File: config.mk
export PLATFORM = sky130hd
export DESIGN_NAME = ackctl_top
export DESIGN_NICKNAME = d
export VERILOG_FILES = /design/src/ackctl_pkg.sv /design/src/ackctl_sync.sv /design/src/ackctl_top.sv
export SDC_FILE = /design/constraint.sdc
export NUM_CORES = 1
export LEC_CHECK = 0
export ABC_AREA = 1
export BUFFER_PORTS_ARGS = -buffer_cell sky130_fd_sc_hd__buf_2
export CAP_MARGIN = 20
export CORE_MARGIN = 10
export CORE_UTILIZATION = 41
export DETAILED_ROUTE_END_ITERATION = 16
export GPL_ROUTABILITY_DRIVEN = 0
export HOLD_SLACK_MARGIN = 0.06
export PLACE_DENSITY = 0.8
export SLEW_MARGIN = 25
export SYNTH_ARGS = -nofsm -noshare
export SYNTH_HDL_FRONTEND = slang
export SYNTH_SLANG_ARGS = --single-unit
File: constraint.sdc
create_clock -name CORE_CLK -period 1 [get_ports CORE_CLK]
set_input_delay 0 -clock CORE_CLK [delete_from_list [all_inputs] [get_ports CORE_CLK]]
set_output_delay 0 -clock CORE_CLK [all_outputs]
set_load 0.005 [all_outputs]
File: src/ackctl_pkg.sv
// Constants and carrier types for the acknowledge-bit control block
package ackctl_pkg;

	// ==================================================
	// Reset values
	localparam logic ACK_VALUE_RST = 1'h0;
	localparam logic ACK_FLAG_RST = 1'h0;
	localparam logic CHECK_EN_RST = 1'h0;

	// ==================================================
	// Bit position of the acknowledge bit in the bus status register
	localparam int ACK_VALUE_BIT_POS = 0;

	// ==================================================
	// Byte framing counts, counted in SCL falling edges
	localparam int BIT_CNT_W = 4;
	localparam logic [BIT_CNT_W-1:0] BIT_CNT_RST = 4'h0;
	localparam logic [BIT_CNT_W-1:0] ACK_SLOT_CNT = 4'h8;

	// ==================================================
	// Synchroniser depth for pin inputs
	localparam int SYNC_STAGES = 2;

	// ==================================================
	// Software write strobes with their data, all on CORE_CLK
	typedef struct packed {
		logic ack_wr;
		logic ack_wdata;
		logic check_wr;
		logic check_wdata;
	} ackctl_sw_s;

	// Synchronised pin levels
	typedef struct packed {
		logic scl;
		logic sda;
	} ackctl_pins_s;

endpackage

File: src/ackctl_sync.sv
// Two-flop synchroniser for the bus pin inputs
`timescale 1ns/1ps
module ackctl_sync
#(
	parameter int WIDTH = 2
)
(
	input wire logic CORE_CLK,
	input wire logic SYS_RST,
	input wire logic [WIDTH-1:0] ASYNC_IN,
	output logic [WIDTH-1:0] SYNC_OUT
);

	// ==================================================
	// Stage registers
	logic [WIDTH-1:0] meta_ff;
	logic [WIDTH-1:0] sync_ff;
	logic [WIDTH-1:0] nxt_meta;
	logic [WIDTH-1:0] nxt_sync;

	// First stage feeds only the second stage; idle bus level is high
	always_comb
	begin
		nxt_meta = ASYNC_IN;
		nxt_sync = meta_ff;
	end

	// Register both stages
	always_ff @(posedge CORE_CLK)
	begin
		if (SYS_RST)
		begin
			meta_ff <= '1;
			sync_ff <= '1;
		end
		else
		begin
			meta_ff <= nxt_meta;
			sync_ff <= nxt_sync;
		end
	end

	assign SYNC_OUT = sync_ff;

endmodule

File: src/ackctl_top.sv
// Acknowledge-bit control: capture in transmit mode, return in receive mode
`timescale 1ns/1ps
module ackctl_top
(
	input wire logic CORE_CLK,
	input wire logic SYS_RST,
	input wire logic SCL_IN,
	input wire logic SDA_IN,
	output logic SDA_OUT,
	output logic SDA_OE_N,
	input wire logic TRANSMIT_SELECT,
	input wire logic BYTE_START,
	input wire ackctl_pkg::ackctl_sw_s SW_CTRL,
	output logic [7:0] BUS_STATUS_REGISTER,
	output logic ACK_VALUE_BIT,
	output logic ACK_CHECK_ENABLE,
	output logic ACK_FLAG,
	output logic ACK_SLOT
);

	// ==================================================
	// Pin synchronisation
	logic [1:0] pins_raw;
	logic [1:0] pins_sync;
	ackctl_pkg::ackctl_pins_s pins;

	assign pins_raw = {SCL_IN, SDA_IN};

	ackctl_sync
	#(
		.WIDTH(2)
	)
	u_sync
	(
		.CORE_CLK(CORE_CLK),
		.SYS_RST(SYS_RST),
		.ASYNC_IN(pins_raw),
		.SYNC_OUT(pins_sync)
	);

	assign pins = ackctl_pkg::ackctl_pins_s'(pins_sync);

	// ==================================================
	// SCL edge detection on the synchronised level
	logic scl_prev_ff;
	logic nxt_scl_prev;
	logic scl_rise;
	logic scl_fall;

	// Previous SCL level for edge detection
	always_comb
	begin
		nxt_scl_prev = pins.scl;
	end

	// Register the previous SCL level; idle-high reset avoids a false edge
	always_ff @(posedge CORE_CLK)
	begin
		if (SYS_RST)
			scl_prev_ff <= 1'h1;
		else
			scl_prev_ff <= nxt_scl_prev;
	end

	assign scl_rise = pins.scl & ~scl_prev_ff;
	assign scl_fall = ~pins.scl & scl_prev_ff;

	// ==================================================
	// Bit counter: counts SCL falls within a byte, slot is the ninth clock
	logic [ackctl_pkg::BIT_CNT_W-1:0] bit_cnt_ff;
	logic [ackctl_pkg::BIT_CNT_W-1:0] nxt_bit_cnt;
	logic in_slot;

	assign in_slot = (bit_cnt_ff == ackctl_pkg::ACK_SLOT_CNT);

	// Eight falls open the slot, the ninth fall closes it and starts the next byte
	// BYTE_START must follow the start condition's SCL fall, or that fall counts as a data clock
	always_comb
	begin
		nxt_bit_cnt = bit_cnt_ff;
		if (BYTE_START)
			nxt_bit_cnt = ackctl_pkg::BIT_CNT_RST;
		else if (scl_fall)
		begin
			if (in_slot)
				nxt_bit_cnt = ackctl_pkg::BIT_CNT_RST;
			else
				nxt_bit_cnt = bit_cnt_ff + 4'h1;
		end
	end

	// Register the bit count
	always_ff @(posedge CORE_CLK)
	begin
		if (SYS_RST)
			bit_cnt_ff <= ackctl_pkg::BIT_CNT_RST;
		else
			bit_cnt_ff <= nxt_bit_cnt;
	end

	// ==================================================
	// Acknowledge state: return setting, captured flag, check enable
	logic ack_value_ff;
	logic ack_flag_ff;
	logic check_en_ff;
	logic nxt_ack_value;
	logic nxt_ack_flag;
	logic nxt_check_en;
	logic capture;

	// Remote acknowledge is taken at the ninth SCL rise while transmitting with the check enabled
	assign capture = scl_rise & in_slot & TRANSMIT_SELECT & check_en_ff;

	// Next return setting, flag and enable; an ack write never moves the flag
	always_comb
	begin
		nxt_ack_value = ack_value_ff;
		nxt_ack_flag = ack_flag_ff;
		nxt_check_en = check_en_ff;
		// Any ack write sets the return value, also a write-back in transmit mode
		if (SW_CTRL.ack_wr)
			nxt_ack_value = SW_CTRL.ack_wdata;
		if (SW_CTRL.check_wr)
			nxt_check_en = SW_CTRL.check_wdata;
		// Clear by enable write first, so a capture in the same cycle wins
		if (SW_CTRL.check_wr && !SW_CTRL.check_wdata)
			nxt_ack_flag = 1'h0;
		if (capture)
			nxt_ack_flag = pins.sda;
	end

	// Register the acknowledge state
	always_ff @(posedge CORE_CLK)
	begin
		if (SYS_RST)
		begin
			ack_value_ff <= ackctl_pkg::ACK_VALUE_RST;
			ack_flag_ff <= ackctl_pkg::ACK_FLAG_RST;
			check_en_ff <= ackctl_pkg::CHECK_EN_RST;
		end
		else
		begin
			ack_value_ff <= nxt_ack_value;
			ack_flag_ff <= nxt_ack_flag;
			check_en_ff <= nxt_check_en;
		end
	end

	// ==================================================
	// SDA drive: pull low in the receive slot when returning 0, else release
	logic sda_oe_n_ff;
	logic nxt_sda_oe_n;

	// Next drive state; the next setting lets a write during the slot reach the line
	always_comb
	begin
		nxt_sda_oe_n = 1'h1;
		if (in_slot && !TRANSMIT_SELECT && !nxt_ack_value)
			nxt_sda_oe_n = 1'h0;
	end

	// Register the drive enable so SDA_OE_N is glitch free
	always_ff @(posedge CORE_CLK)
	begin
		if (SYS_RST)
			sda_oe_n_ff <= 1'h1;
		else
			sda_oe_n_ff <= nxt_sda_oe_n;
	end

	// ==================================================
	// Read view of the acknowledge bit
	logic read_ff;
	logic nxt_read;

	// Transmit shows the captured flag, receive shows the stored setting
	always_comb
	begin
		if (TRANSMIT_SELECT)
			nxt_read = nxt_ack_flag;
		else
			nxt_read = nxt_ack_value;
	end

	// Register the view; it lags TRANSMIT_SELECT by one cycle
	always_ff @(posedge CORE_CLK)
	begin
		if (SYS_RST)
			read_ff <= ackctl_pkg::ACK_VALUE_RST;
		else
			read_ff <= nxt_read;
	end

	// ==================================================
	// Outputs
	assign SDA_OUT = 1'h0; // Open drain: only ever drives low
	assign SDA_OE_N = sda_oe_n_ff;
	assign ACK_VALUE_BIT = read_ff;

	// Status view: only the acknowledge bit is carried, all other bits read 0
	always_comb
	begin
		BUS_STATUS_REGISTER = 8'h00;
		BUS_STATUS_REGISTER[ackctl_pkg::ACK_VALUE_BIT_POS] = read_ff;
	end

	assign ACK_CHECK_ENABLE = check_en_ff;
	assign ACK_FLAG = ack_flag_ff;
	assign ACK_SLOT = in_slot;

endmodule

# Word level (Yosys, flattened, before mapping)
# Index checks and enable logic that the tools add are counted.
# word_totals
register_bits	14
inputBits	10
romBits	0
ramBits	0
latch_bits	0
n_memories	0
out_inout_bits	14
elab_cells	31
# classes
bitwise_logic	7
multipliers	0
order_cmp	0
n_shift	0
n_div	0
reduce_logical	7
n_addsub	1
n_eq_ne	1
mux	6
# op_table
cell	count
$and A1 B1 Y1	5
$mux W1	5
$add A4 B1 Y4 const B	1
$eq A4 B4 Y1 const B	1
$mux W4	1
$logic_and A1 B1 Y1	3
$logic_not A1 Y1	3
$not A1 Y1	2
$reduce_or A2 Y1	1

# Depth between registers and ports, before layout
# Gate-level depths: netlist of the first run.
# logic_depth
word_depth	7
depth_mapped	8
depth_no_buf	8

# Cells and area by module
# From an unflattened synthesis of the first run, not the netlist that was laid out.
# unflattened
cells_unflattened	83
area_unflattened_um2	655.6
# modules_own_cells
module	area_per_inst_um2	n_inst	cells_per_inst	seq_area_each_um2
ackctl_top	539.3	1	70	200.2
ackctl_sync	116.4	1	13	80.1

# Worst setup path after synthesis of the first run
# No wires, ideal clock.
# synth_path
path_kind	reg-to-reg
from	register bit_cnt_ff[0] (netlist name)
to	register read_ff, in the netlist ACK_VALUE_BIT
path_stages_with_launch	8
setup_slack_ps	-69
path_buffers	0
setup_ps	115
arrival_time_ps	954
synth_period_minus_slack_ps	1069
t_required_ps	885
path_cell_list	dfxtp_1 -> inv_1 -> ha_1 -> nand2_1 -> nor2_2 -> nand3_1 -> nand2_1 -> a21oi_2
# synth_via
elab_chain_len	6
# synth_rtl
item	line	text
from (decl)	ackctl_top.sv:70	logic [ackctl_pkg::BIT_CNT_W-1:0] bit_cnt_ff;
from (signal assigned)	ackctl_top.sv:96	bit_cnt_ff <= ackctl_pkg::BIT_CNT_RST;
from (signal assigned)	ackctl_top.sv:98	bit_cnt_ff <= nxt_bit_cnt;
$eq A4 B4 Y1	ackctl_top.sv:74	assign in_slot = (bit_cnt_ff == ackctl_pkg::ACK_SLOT_CNT);
via ACK_SLOT	ackctl_top.sv:18	output logic ACK_SLOT
$and A1 B1 Y1 (3 in a row)	ackctl_top.sv:112	assign capture = scl_rise & in_slot & TRANSMIT_SELECT & check_en_ff;
$mux W1	ackctl_top.sv:128	if (capture)
$mux W1	ackctl_top.sv:179	if (TRANSMIT_SELECT)
to (signal assigned)	ackctl_top.sv:189	read_ff <= ackctl_pkg::ACK_VALUE_RST;
to (signal assigned)	ackctl_top.sv:191	read_ff <= nxt_read;
to (decl)	ackctl_top.sv:173	logic read_ff;
# The timed path passes the listed nets, and every way through them passes these cells.
# A chain may end at the register's enable or synchronous reset.

# Worst setup path in the final report of the first run
# layout_path
from	register bit_cnt_ff[0] (netlist name)
to	register read_ff, in the netlist ACK_VALUE_BIT
# layout_via
elab_chain_len	6
# layout_rtl
item	line
$eq A4 B4 Y1	ackctl_top.sv:74
$and A1 B1 Y1 (3 in a row)	ackctl_top.sv:112
$mux W1	ackctl_top.sv:128
$mux W1	ackctl_top.sv:179
# No other way between the ends.

==> metrics.csv, run 1 <==
stage,metric,value,unit
cts,CTS tree,built,
sta,final worst setup slack,-0.190,ns
sta,Setup Skew,0.00891,ns
setup_path,"Arr. time, crit path",1.36,ns
placement,DPL Wire Length,1030,um
run_status,failing checks,setup timing,
logic_synthesis,top_reg_cell synth,dfxtp_1,
grt,GRT Residual Overflow,0,
setup_path,critical path's slowest cell,dfxtp_2,
logic_synthesis,Syn Area/Cell,7.90,um^2
setup_path,CP Cell Sequence,inv_2 -> ha_4 -> nand2_4 -> nor2_4 -> buf_4 -> nand3_1 -> nand2_2 -> a21oi_2,
grt,initial antenna violation count,0,
detailed_routing,Post-DRT Antenna Nets,0,
sta,Hold Worst Slack,0.0950,ns
logic_synthesis,Post-Syn Area,632,um^2
sta,RSZ-0062 raised after global routing,yes,
min_path,worst min path class,input port to flip-flop,
grt,largest net degree at the start of global routing,10,
sta,Max Clock Freq,840,MHz
sta,minimum clock period,1.19,ns
floorplan,Core ar.,1490,um^2
layout,Syn-to-layout area delta,41.2,%
detailed_routing,DRT iter0 DRCs,8,
power_and_ir_drop,Pwr per Cell Area,1120,nW/um^2
floorplan,Die H,59.3,um
power_and_ir_drop,Peak VDD IR,0.00123,V
logic_synthesis,Mapped Cells,80,
detailed_routing,WL/cell,11.8,um
cts,clock transition at the registers of the reported paths,0.08,ns
floorplan,Starting Density,42.4,%
cts,H-Tree Depth,1,
grt,GRT Total Usage,8.80,%
layout,Fillers,128,
layout,share of cells above drive strength 1,42.3,%
sta,final worst-path cycle share,119,%
logic_synthesis,"Warnings, synthesis",0,
run_status,status,finished with violations,
run,Max Cap Violations,0,
logic_synthesis,Synth async-reset ratio,0,%
cts,CTS buffer count,3,
setup_path,crit-path max cell delay,0.32,ns
cts,Clock Latency Late Sink,0.27,ns
logic_synthesis,sequential fraction of the synthesis area,44.4,%
cts,CTS sink cnt,14,
detailed_routing,Post-route DRC,0,
layout,Final Util,59.9,%
setup_path,Crit. End Element,flip-flop,
grt,first-pass GRT wire length,2370,um
sta,fin. max-slew vios,0,
power_and_ir_drop,Pleak,0.432,nW
logic_synthesis,Synth Register Bits,14,
placement,Setup WS pre-CTS,-0.0886,ns
detailed_routing,Pre-antenna DRT Iters,4,
placement,Port Buf Inserts,15,
layout,max reg flops,4,
setup_path,Worst Path Required,1.17,ns
power_and_ir_drop,total power,996,uW
placement,placed cell area,723,um^2
detailed_routing,Routed WL,1500,um
layout,Reg with most FFs,bit_cnt_ff,
setup_path,Critical Path Start Type,flip-flop,
logic_synthesis,Post-synth EDFFs,0,
floorplan,io pins,24,
floorplan,Die ar.,3510,um^2
floorplan,# rows,14,
sta,final setup violation count,7,
setup_path,Worst Setup Path Type,flip-flop to flip-flop,
layout,fin area,892,um^2
sta,Final Hold Fails,0,
detailed_routing,Vias/cell,4.61,
cts,Root Buffer,clkbuf_4,
setup_path,Max Fanout on Critical Path,3,
grt,number of global-route vias before repair,587,
cts,Clock Tree Buf Depth,2,
layout,antenna cells,0,
logic_synthesis,Synth cell types,17,
detailed_routing,vias after detailed routing,585,
floorplan,Die Width,59.3,um
layout,number of nets in the layout,125,
## critical path: cells and delay by family (launching register included)
family | cells | cell delay (ns)
fa+ha+maj | 1 | 0.14
compound gates | 1 | 0.05
flops | 1 | 0.32
buf+inv | 2 | 0.21
simple gates | 4 | 0.37
## final cells by class
cell class | instances | area [um^2] | area share (%)
clock buffer | 3 | 22.5 | 2.52
tap | 16 | 20.0 | 2.24
inverter | 10 | 37.5 | 4.21
timing repair buffer | 30 | 219 | 24.5
multi-input combinational | 54 | 310 | 34.8
sequential | 14 | 283 | 31.7
## cells in the final DEF, fill, tap and decap left out, drive strengths merged, types with 5 or more instances in the layout
cell,n
buf,23
a21oi,5
conb,8
or2,6
inv,10
dlygate4sd3,7
nand2,18
nor2,8
dfxtp,14
## cell usage after synthesis (2+ instances only)
cell     instances  share of area, %
nand2_1         17                10
dfxtp_1         14                44
inv_1           10               5.9
buf_4            9                11
nor2_1           6               3.6
or2_2            5               5.0
a21oi_1          3               2.4
o21ai_0          3               2.4
a21oi_2          2               2.8
ha_1             2               4.0
nand3_1          2               1.6
nand4_1          2               2.0
## worst paths after layout
kind | startpoint | to | slack (ns) | depth (start not counted)
min reg2reg | u_sync.meta_ff[0]$_SDFF_PP1_ | u_sync.SYNC_OUT[0]$_SDFF_PP1_ | 0.41 | 1
min | SW_CTRL[3] | SDA_OE_N$_SDFF_PP1_ | 0.1 | 3
max reg2reg | bit_cnt_ff[0]$_SDFFE_PP0P_ | ACK_VALUE_BIT$_SDFF_PP0_ | -0.19 | 8
max | bit_cnt_ff[0]$_SDFFE_PP0P_ | ACK_VALUE_BIT$_SDFF_PP0_ | -0.19 | 8
## metrics by stage
step                std cells  TNS (ns)
floorplan                  87   -0.0126
global placement          111   -0.0617
detailed placement        111    -0.245
CTS                       126    -0.869
global route              127     -1.34
finish                    127    -0.966
## layer usage
layer	track usage, %	vias to the layer above	wire length [um]
met3	6.01	2	207
met5	0	-	0
li1	-	293	-
met4	2.30	0	14
met1	6.81	264	481
met2	16.9	26	793
## report_power, final
group	total [mW]	leakage, nW	switching (mW)	internal [mW]
clock network	0.294	0.0138	0.155	0.139
registers	0.583	0.116	0.00715	0.576
logic	0.119	0.302	0.0584	0.0608
## cell families after synthesis
group,count (synthesis),synth area share (%)
buffers and inverters,19,16.6
other,1,0.593
adders and majority gates,2,3.96
and+or+nand+nor,36,26.9
AOI/OAI and AO/OA,8,7.52
DFF,14,44.4
## timing repair
item                       CTS  global route
buffers inserted             5             1
pin swaps                    3             4
resized for setup            6             4
hold buffers                 7             0
hold endpoints to repair    13             0
setup endpoints to repair    6             8
No activity file was read; power rests on OpenSTA's default activity.
==> run 2, diff against run 1 <==
RECOVER_POWER = 25   (was default)
==> run 2 against run 1 <==
Effect of this change:
- the flow still finishes with violations (setup timing)
- global-route usage unchanged
- cell count unchanged
- hold slack unchanged
- largest cell class unchanged
==> metrics.csv, run 2 (same netlist as run 1, synthesis figures left out) <==
stage,metric,value,unit,change
grt,largest net degree at the start of global routing,10,,unchanged
floorplan,Core ar.,1490,um^2,unchanged
sta,minimum clock period,1.19,ns,unchanged
detailed_routing,vias after detailed routing,585,,unchanged
floorplan,Die H,59.3,um,unchanged
sta,final setup violation count,7,,unchanged
sta,final worst setup slack,-0.190,ns,unchanged
layout,Syn-to-layout area delta,40.8,%,
sta,Final Hold Fails,0,,unchanged
cts,CTS sink cnt,14,,unchanged
cts,CTS buffer count,3,,unchanged
sta,total negative slack,-0.966,ns,unchanged
cts,Clock Tree Buf Depth,2,,unchanged
setup_path,Max Fanout on Critical Path,3,,unchanged
cts,Clock Latency Late Sink,0.27,ns,about the same
detailed_routing,WL/cell,11.8,um,+0.20%
run_status,status,finished with violations,,
cts,Root Buffer,clkbuf_4,,
sta,fin. max-slew vios,0,,unchanged
floorplan,# rows,14,,unchanged
cts,CTS tree,built,,
grt,number of global-route vias before repair,587,,unchanged
setup_path,Crit. End Element,flip-flop,,
power_and_ir_drop,P_sw,221,uW,about the same
placement,placed cell area,723,um^2,unchanged
layout,share of cells above drive strength 1,40.5,%,-1.8 points
layout,most frequent cells in the layout,"12 x dfxtp_1, 12 x buf_2, 11 x nand2_1",,
layout,antenna cells,0,,unchanged
power_and_ir_drop,Pwr per Cell Area,1120,nW/um^2,+0.24%
sta,RSZ-0062 raised after global routing,yes,,
sta,final worst-path cycle share,119,%,unchanged
placement,Port Buf Inserts,15,,unchanged
power_and_ir_drop,Reg power frac,58.5,%,about the same
detailed_routing,Pre-antenna DRT Iters,4,,unchanged
setup_path,Critical Path Start Type,flip-flop,,
power_and_ir_drop,internal power,775,uW,about the same
power_and_ir_drop,Gate power share,11.9,%,about the same
layout,number of nets in the layout,125,,unchanged
floorplan,Die Width,59.3,um,unchanged
detailed_routing,Post-route DRC,0,,unchanged
floorplan,Die ar.,3510,um^2,unchanged
layout,Fillers,130,,+1.6%
setup_path,Worst Path Required,1.17,ns,about the same
placement,DPL Wire Length,1030,um,unchanged
layout,Reg with most FFs,bit_cnt_ff,,
layout,max reg flops,4,,unchanged
grt,GRT Total Usage,8.80,%,unchanged
setup_path,Worst Setup Path Type,flip-flop to flip-flop,,
sta,Max Clock Freq,840,MHz,unchanged
grt,first-pass GRT wire length,2370,um,unchanged
grt,initial antenna violation count,0,,unchanged
detailed_routing,Post-DRT Antenna Nets,0,,unchanged
power_and_ir_drop,Sw Ratio,22.2,%,about the same
detailed_routing,Vias/cell,4.61,,unchanged
min_path,worst min path class,input port to flip-flop,,
run_status,failing checks,setup timing,,
floorplan,Starting Density,42.4,%,unchanged
detailed_routing,DRT iter0 DRCs,8,,unchanged
power_and_ir_drop,Pleak,0.427,nW,-1.1%
sta,Setup Skew,0.00891,ns,unchanged
power_and_ir_drop,clock share of power,29.6,%,about the same
cts,clock transition at the registers of the reported paths,0.08,ns,about the same
power_and_ir_drop,Peak VDD IR,0.00123,V,about the same
detailed_routing,Routed WL,1500,um,+0.20%
run,Max Cap Violations,0,,unchanged
layout,fin area,890,um^2,-0.28%
grt,GRT Residual Overflow,0,,unchanged
cts,H-Tree Depth,1,,unchanged
setup_path,"Arr. time, crit path",1.36,ns,about the same
floorplan,io pins,24,,unchanged
run 2: power groups by stage:
| stage | combinational, mW | sequential [mW] | clock [mW] |
|---|---|---|---|
| 3_3_place_gp | 0.0831 | 0.596 | 0 |
| 4_1_cts | 0.115 | 0.583 | 0.303 |
| 5_1_grt | 0.134 | 0.585 | 0.338 |
| 3_5_place_dp | 0.0866 | 0.596 | 0 |
| 2_1_floorplan | 0.0726 | 0.596 | 0 |
| 6_report | 0.119 | 0.583 | 0.294 |
run 2: metrics by stage:
step / worst slack, ns / utilization, % / hold slack (ns) / cells / power, mW
after global placement: -0.0260 / 48.6 / 0.184 / 111 / 0.679
after global routing: -0.228 / 59.7 / 0.111 / 127 / 1.06
after detailed placement: -0.0886 / 48.6 / 0.187 / 111 / 0.683
after CTS: -0.169 / 58.8 / 0.0864 / 126 / 1.00
after floorplan: -0.0126 / - / 0.0724 / 87 / 0.669
final: -0.190 / 59.7 / 0.0950 / 127 / 0.996
run 2: path summary, 6_finish.rpt:
path | startpoint | to | slack [ns] | cells past startpoint
worst min-delay path | SW_CTRL[3] | SDA_OE_N$_SDFF_PP1_ | 0.1 | 3
worst min register to register | u_sync.meta_ff[0]$_SDFF_PP1_ | u_sync.SYNC_OUT[0]$_SDFF_PP1_ | 0.41 | 1
worst max register to register | bit_cnt_ff[0]$_SDFFE_PP0P_ | ACK_VALUE_BIT$_SDFF_PP0_ | -0.19 | 8
worst max-delay path | bit_cnt_ff[0]$_SDFFE_PP0P_ | ACK_VALUE_BIT$_SDFF_PP0_ | -0.19 | 8
run 2: worst max-delay path: stages (launching register included):
cell and delay, ns:
dfxtp_2 0.32, inv_2 0.07, ha_4 0.14, nand2_4 0.05, nor2_4 0.12, buf_4 0.14
nand3_1 0.10, nand2_2 0.10, a21oi_2 0.05
run 2: routing by layer:
metal  track usage, %  up-vias  wire [um]
met3             6.01        2        209
met1             6.81      264        482
li1                 -      293          -
met4             2.30        0         14
met2             16.9       26        793
met5                0        -          0
run 2: layout make-up:
cell class                 count  area [um^2]  share of cell area, %
inverter                      10         37.5                   4.22
clock buffer                   3         22.5                   2.53
multi-input combinational     54          310                   34.9
tap                           16         20.0                   2.25
timing repair buffer          30          216                   24.3
sequential                    14          283                   31.8
run 2: timing repair:
item | 4_1_cts | 5_1_grt
hold endpoints to repair | 13 | 0
hold buffers | 7 | 0
pin swaps | 3 | 4
endpoints found under the setup margin | 6 | 8
gates resized for setup | 6 | 4
buffers inserted | 5 | 1
==> run 3, diff against run 2 <==
CORE_UTILIZATION = 45   (was 41)
PLACE_DENSITY = 0.83   (was 0.8)
clock period = 1.45 ns   (was 1 ns; I/O delays follow)
==> run 3 against run 2 <==
Effect of this change:
- the run now ends clean
- first-iteration DRC count is 25% higher
- global-route usage is 0.24 points lower
- die area is 5.9% lower
==> metrics.csv, run 3 (same netlist as run 1, synthesis figures left out) <==
stage,metric,value,unit,change
run_status,status,completed,,
power_and_ir_drop,internal power,591,uW,-24%
detailed_routing,WL/cell,10.2,um,-14%
setup_path,Worst Path Required,1.62,ns,+0.45 ns
setup_path,crit path from,SYS_RST,,
sta,Setup Skew,0.00413,ns,-0.00478 ns
layout,most frequent cells in the layout,"17 x nand2_1, 14 x dfxtp_1, 11 x buf_2",,
floorplan,Core ar.,1320,um^2,-12%
power_and_ir_drop,Peak VDD IR,0.000601,V,-51%
layout,final cell count without fillers,122,,-3.9%
setup_path,"Arr. time, crit path",1.54,ns,+0.18 ns
power_and_ir_drop,P_sw,169,uW,-24%
power_and_ir_drop,Reg power frac,53.0,%,-5.5 points
sta,Final Hold Fails,0,,unchanged
setup_path,critical path's slowest cell,dlygate4sd3_1,,
grt,first-pass GRT wire length,2270,um,-4.3%
cts,clock transition at the registers of the reported paths,0.09,ns,about the same
placement,dpl cells,108,,-2.7%
sta,final setup violation count,0,,-7
floorplan,Die H,57.5,um,-3.0%
grt,GRT Residual Overflow,0,,unchanged
grt,number of global-route vias before repair,533,,-9.2%
grt,initial antenna violation count,0,,unchanged
setup_path,Crit. End Element,flip-flop,,
sta,Hold Worst Slack,0.111,ns,+0.0163 ns
floorplan,Die Width,57.5,um,-3.0%
cts,hold_buf cts,10,,+3
setup_path,Bufs and invs on worst path,3,,+1
setup_path,Worst Setup Path Type,input port to flip-flop,,
detailed_routing,vias after detailed routing,533,,-8.9%
detailed_routing,Routed WL,1250,um,-17%
detailed_routing,Pre-antenna DRT Iters,4,,unchanged
cts,CTS buffer count,3,,unchanged
power_and_ir_drop,Gate power share,10.2,%,-1.7 points
detailed_routing,DRT iter0 DRCs,10,,+2
sta,minimum clock period,1.36,ns,
power_and_ir_drop,clock share of power,36.8,%,+7.2 points
cts,Clock Latency Late Sink,0.28,ns,about the same
cts,Root Buffer,clkbuf_4,,
setup_path,Critical Path Start Type,input port,,
sta,final worst-path cycle share,94.0,%,
setup_path,Max Fanout on Critical Path,9,,+6
min_path,worst min path class,input port to flip-flop,,
detailed_routing,Post-route DRC,0,,unchanged
power_and_ir_drop,total power,760,uW,-24%
placement,Port Buf Inserts,15,,unchanged
setup_path,"most used cell, CP",dlygate4sd3_1,,
layout,antenna cells,0,,unchanged
grt,GRT Total Usage,8.56,%,-0.24 points
run,Max Cap Violations,0,,unchanged
power_and_ir_drop,Sw Ratio,22.2,%,+0.050 points
layout,Syn-to-layout area delta,29.1,%,
cts,Clock Tree Buf Depth,2,,unchanged
power_and_ir_drop,Pleak,0.385,nW,-9.8%
layout,"most common cell after layout, fill and taps aside",nand2_1,,
layout,Reg with most FFs,bit_cnt_ff,,
sta,total negative slack,0,ns,+0.966 ns
setup_path,"CP delay by family, top",buffers and inverters,,
placement,DPL Wire Length,958,um,-6.6%
setup_path,crit-path max cell delay,0.55,ns,+0.23 ns
setup_path,worst r2r src,ACK_CHECK_ENABLE$_SDFFE_PP0P_,,
sta,RSZ-0062 raised after global routing,no,,
cts,CTS sink cnt,14,,unchanged
cts,post-CTS sizing,0,,-6
power_and_ir_drop,Pwr per Cell Area,931,nW/um^2,-17%
floorplan,io pins,24,,unchanged
floorplan,Starting Density,48.0,%,+5.5 points
detailed_routing,Post-DRT Antenna Nets,0,,unchanged
layout,share of cells above drive strength 1,23.4,%,-17 points
cts,CTS tree,built,,
grt,largest net degree at the start of global routing,10,,unchanged
sta,fin. max-slew vios,0,,unchanged
layout,max reg flops,4,,unchanged
setup_path,CP Cell Sequence,dlygate4sd3_1 -> buf_2 -> or2_2 -> dlygate4sd3_1,,
cts,H-Tree Depth,1,,unchanged
floorplan,Die ar.,3300,um^2,-5.9%
sta,Max Clock Freq,734,MHz,
floorplan,# rows,13,,-1
min_path,hold path startpoint,SW_CTRL[2],,
detailed_routing,Vias/cell,4.37,,-5.2%
layout,number of nets in the layout,120,,-4.0%
cts,Setup Buffers After CTS,0,,-5
[run 3: power by group through the flow]
| stage | Sequential [mW] | Combinational [mW] | Clock (mW) |
|---|---|---|---|
| after floorplan | 0.411 | 0.0485 | 0 |
| after global placement | 0.411 | 0.0547 | 0 |
| after detailed placement | 0.412 | 0.0565 | 0 |
| after CTS | 0.403 | 0.0778 | 0.284 |
| after global routing | 0.405 | 0.0906 | 0.308 |
| final | 0.403 | 0.0775 | 0.280 |
[run 3: final timing paths]
check                                                endpoint  slack [ns]  cells after the start
worst max-delay path             u_sync.meta_ff[0]$_SDFF_PP1_        0.09                      4
worst min-delay path                      SDA_OE_N$_SDFF_PP1_        0.11                      5
worst max register to register  ACK_CHECK_ENABLE$_SDFFE_PP0P_        0.25                      3
worst min register to register  u_sync.SYNC_OUT[0]$_SDFF_PP1_        0.42                      1
[run 3: through the flow]
stage	cell area (um^2)	worst slack, ns	util, %
finish	816	0.0872	61.9
global route	816	0.0314	61.9
CTS	821	0.0881	62.3
detailed placement	684	0.279	51.9
global placement	684	0.368	51.9
floorplan	658	0.381	-
[run 3: layout make-up]
type / instances / area (um^2)
fillers: 113 / 502
flip-flops and latches: 14 / 280
multi-input cells: 54 / 273
repair buffers: 25 / 170
inverters: 10 / 37.5
clock buffers: 4 / 36.3
well taps: 15 / 18.8
[run 3: worst register-to-register path, stage by stage, from the launching register on]
cell and delay [ns]:
dfxtp_1 0.33, o21ai_0 0.16, a21oi_1 0.05, dlygate4sd3_1 0.55
[run 3: per-layer routing]
metal | up-vias | global-route usage (%) | part of all wire, %
met3 | 4 | 4.42 | 11
met4 | 0 | 6.04 | 2.7
met2 | 18 | 14.0 | 46
met5 | - | 0 | 0
met1 | 228 | 8.10 | 40
li1 | 283 | - | -
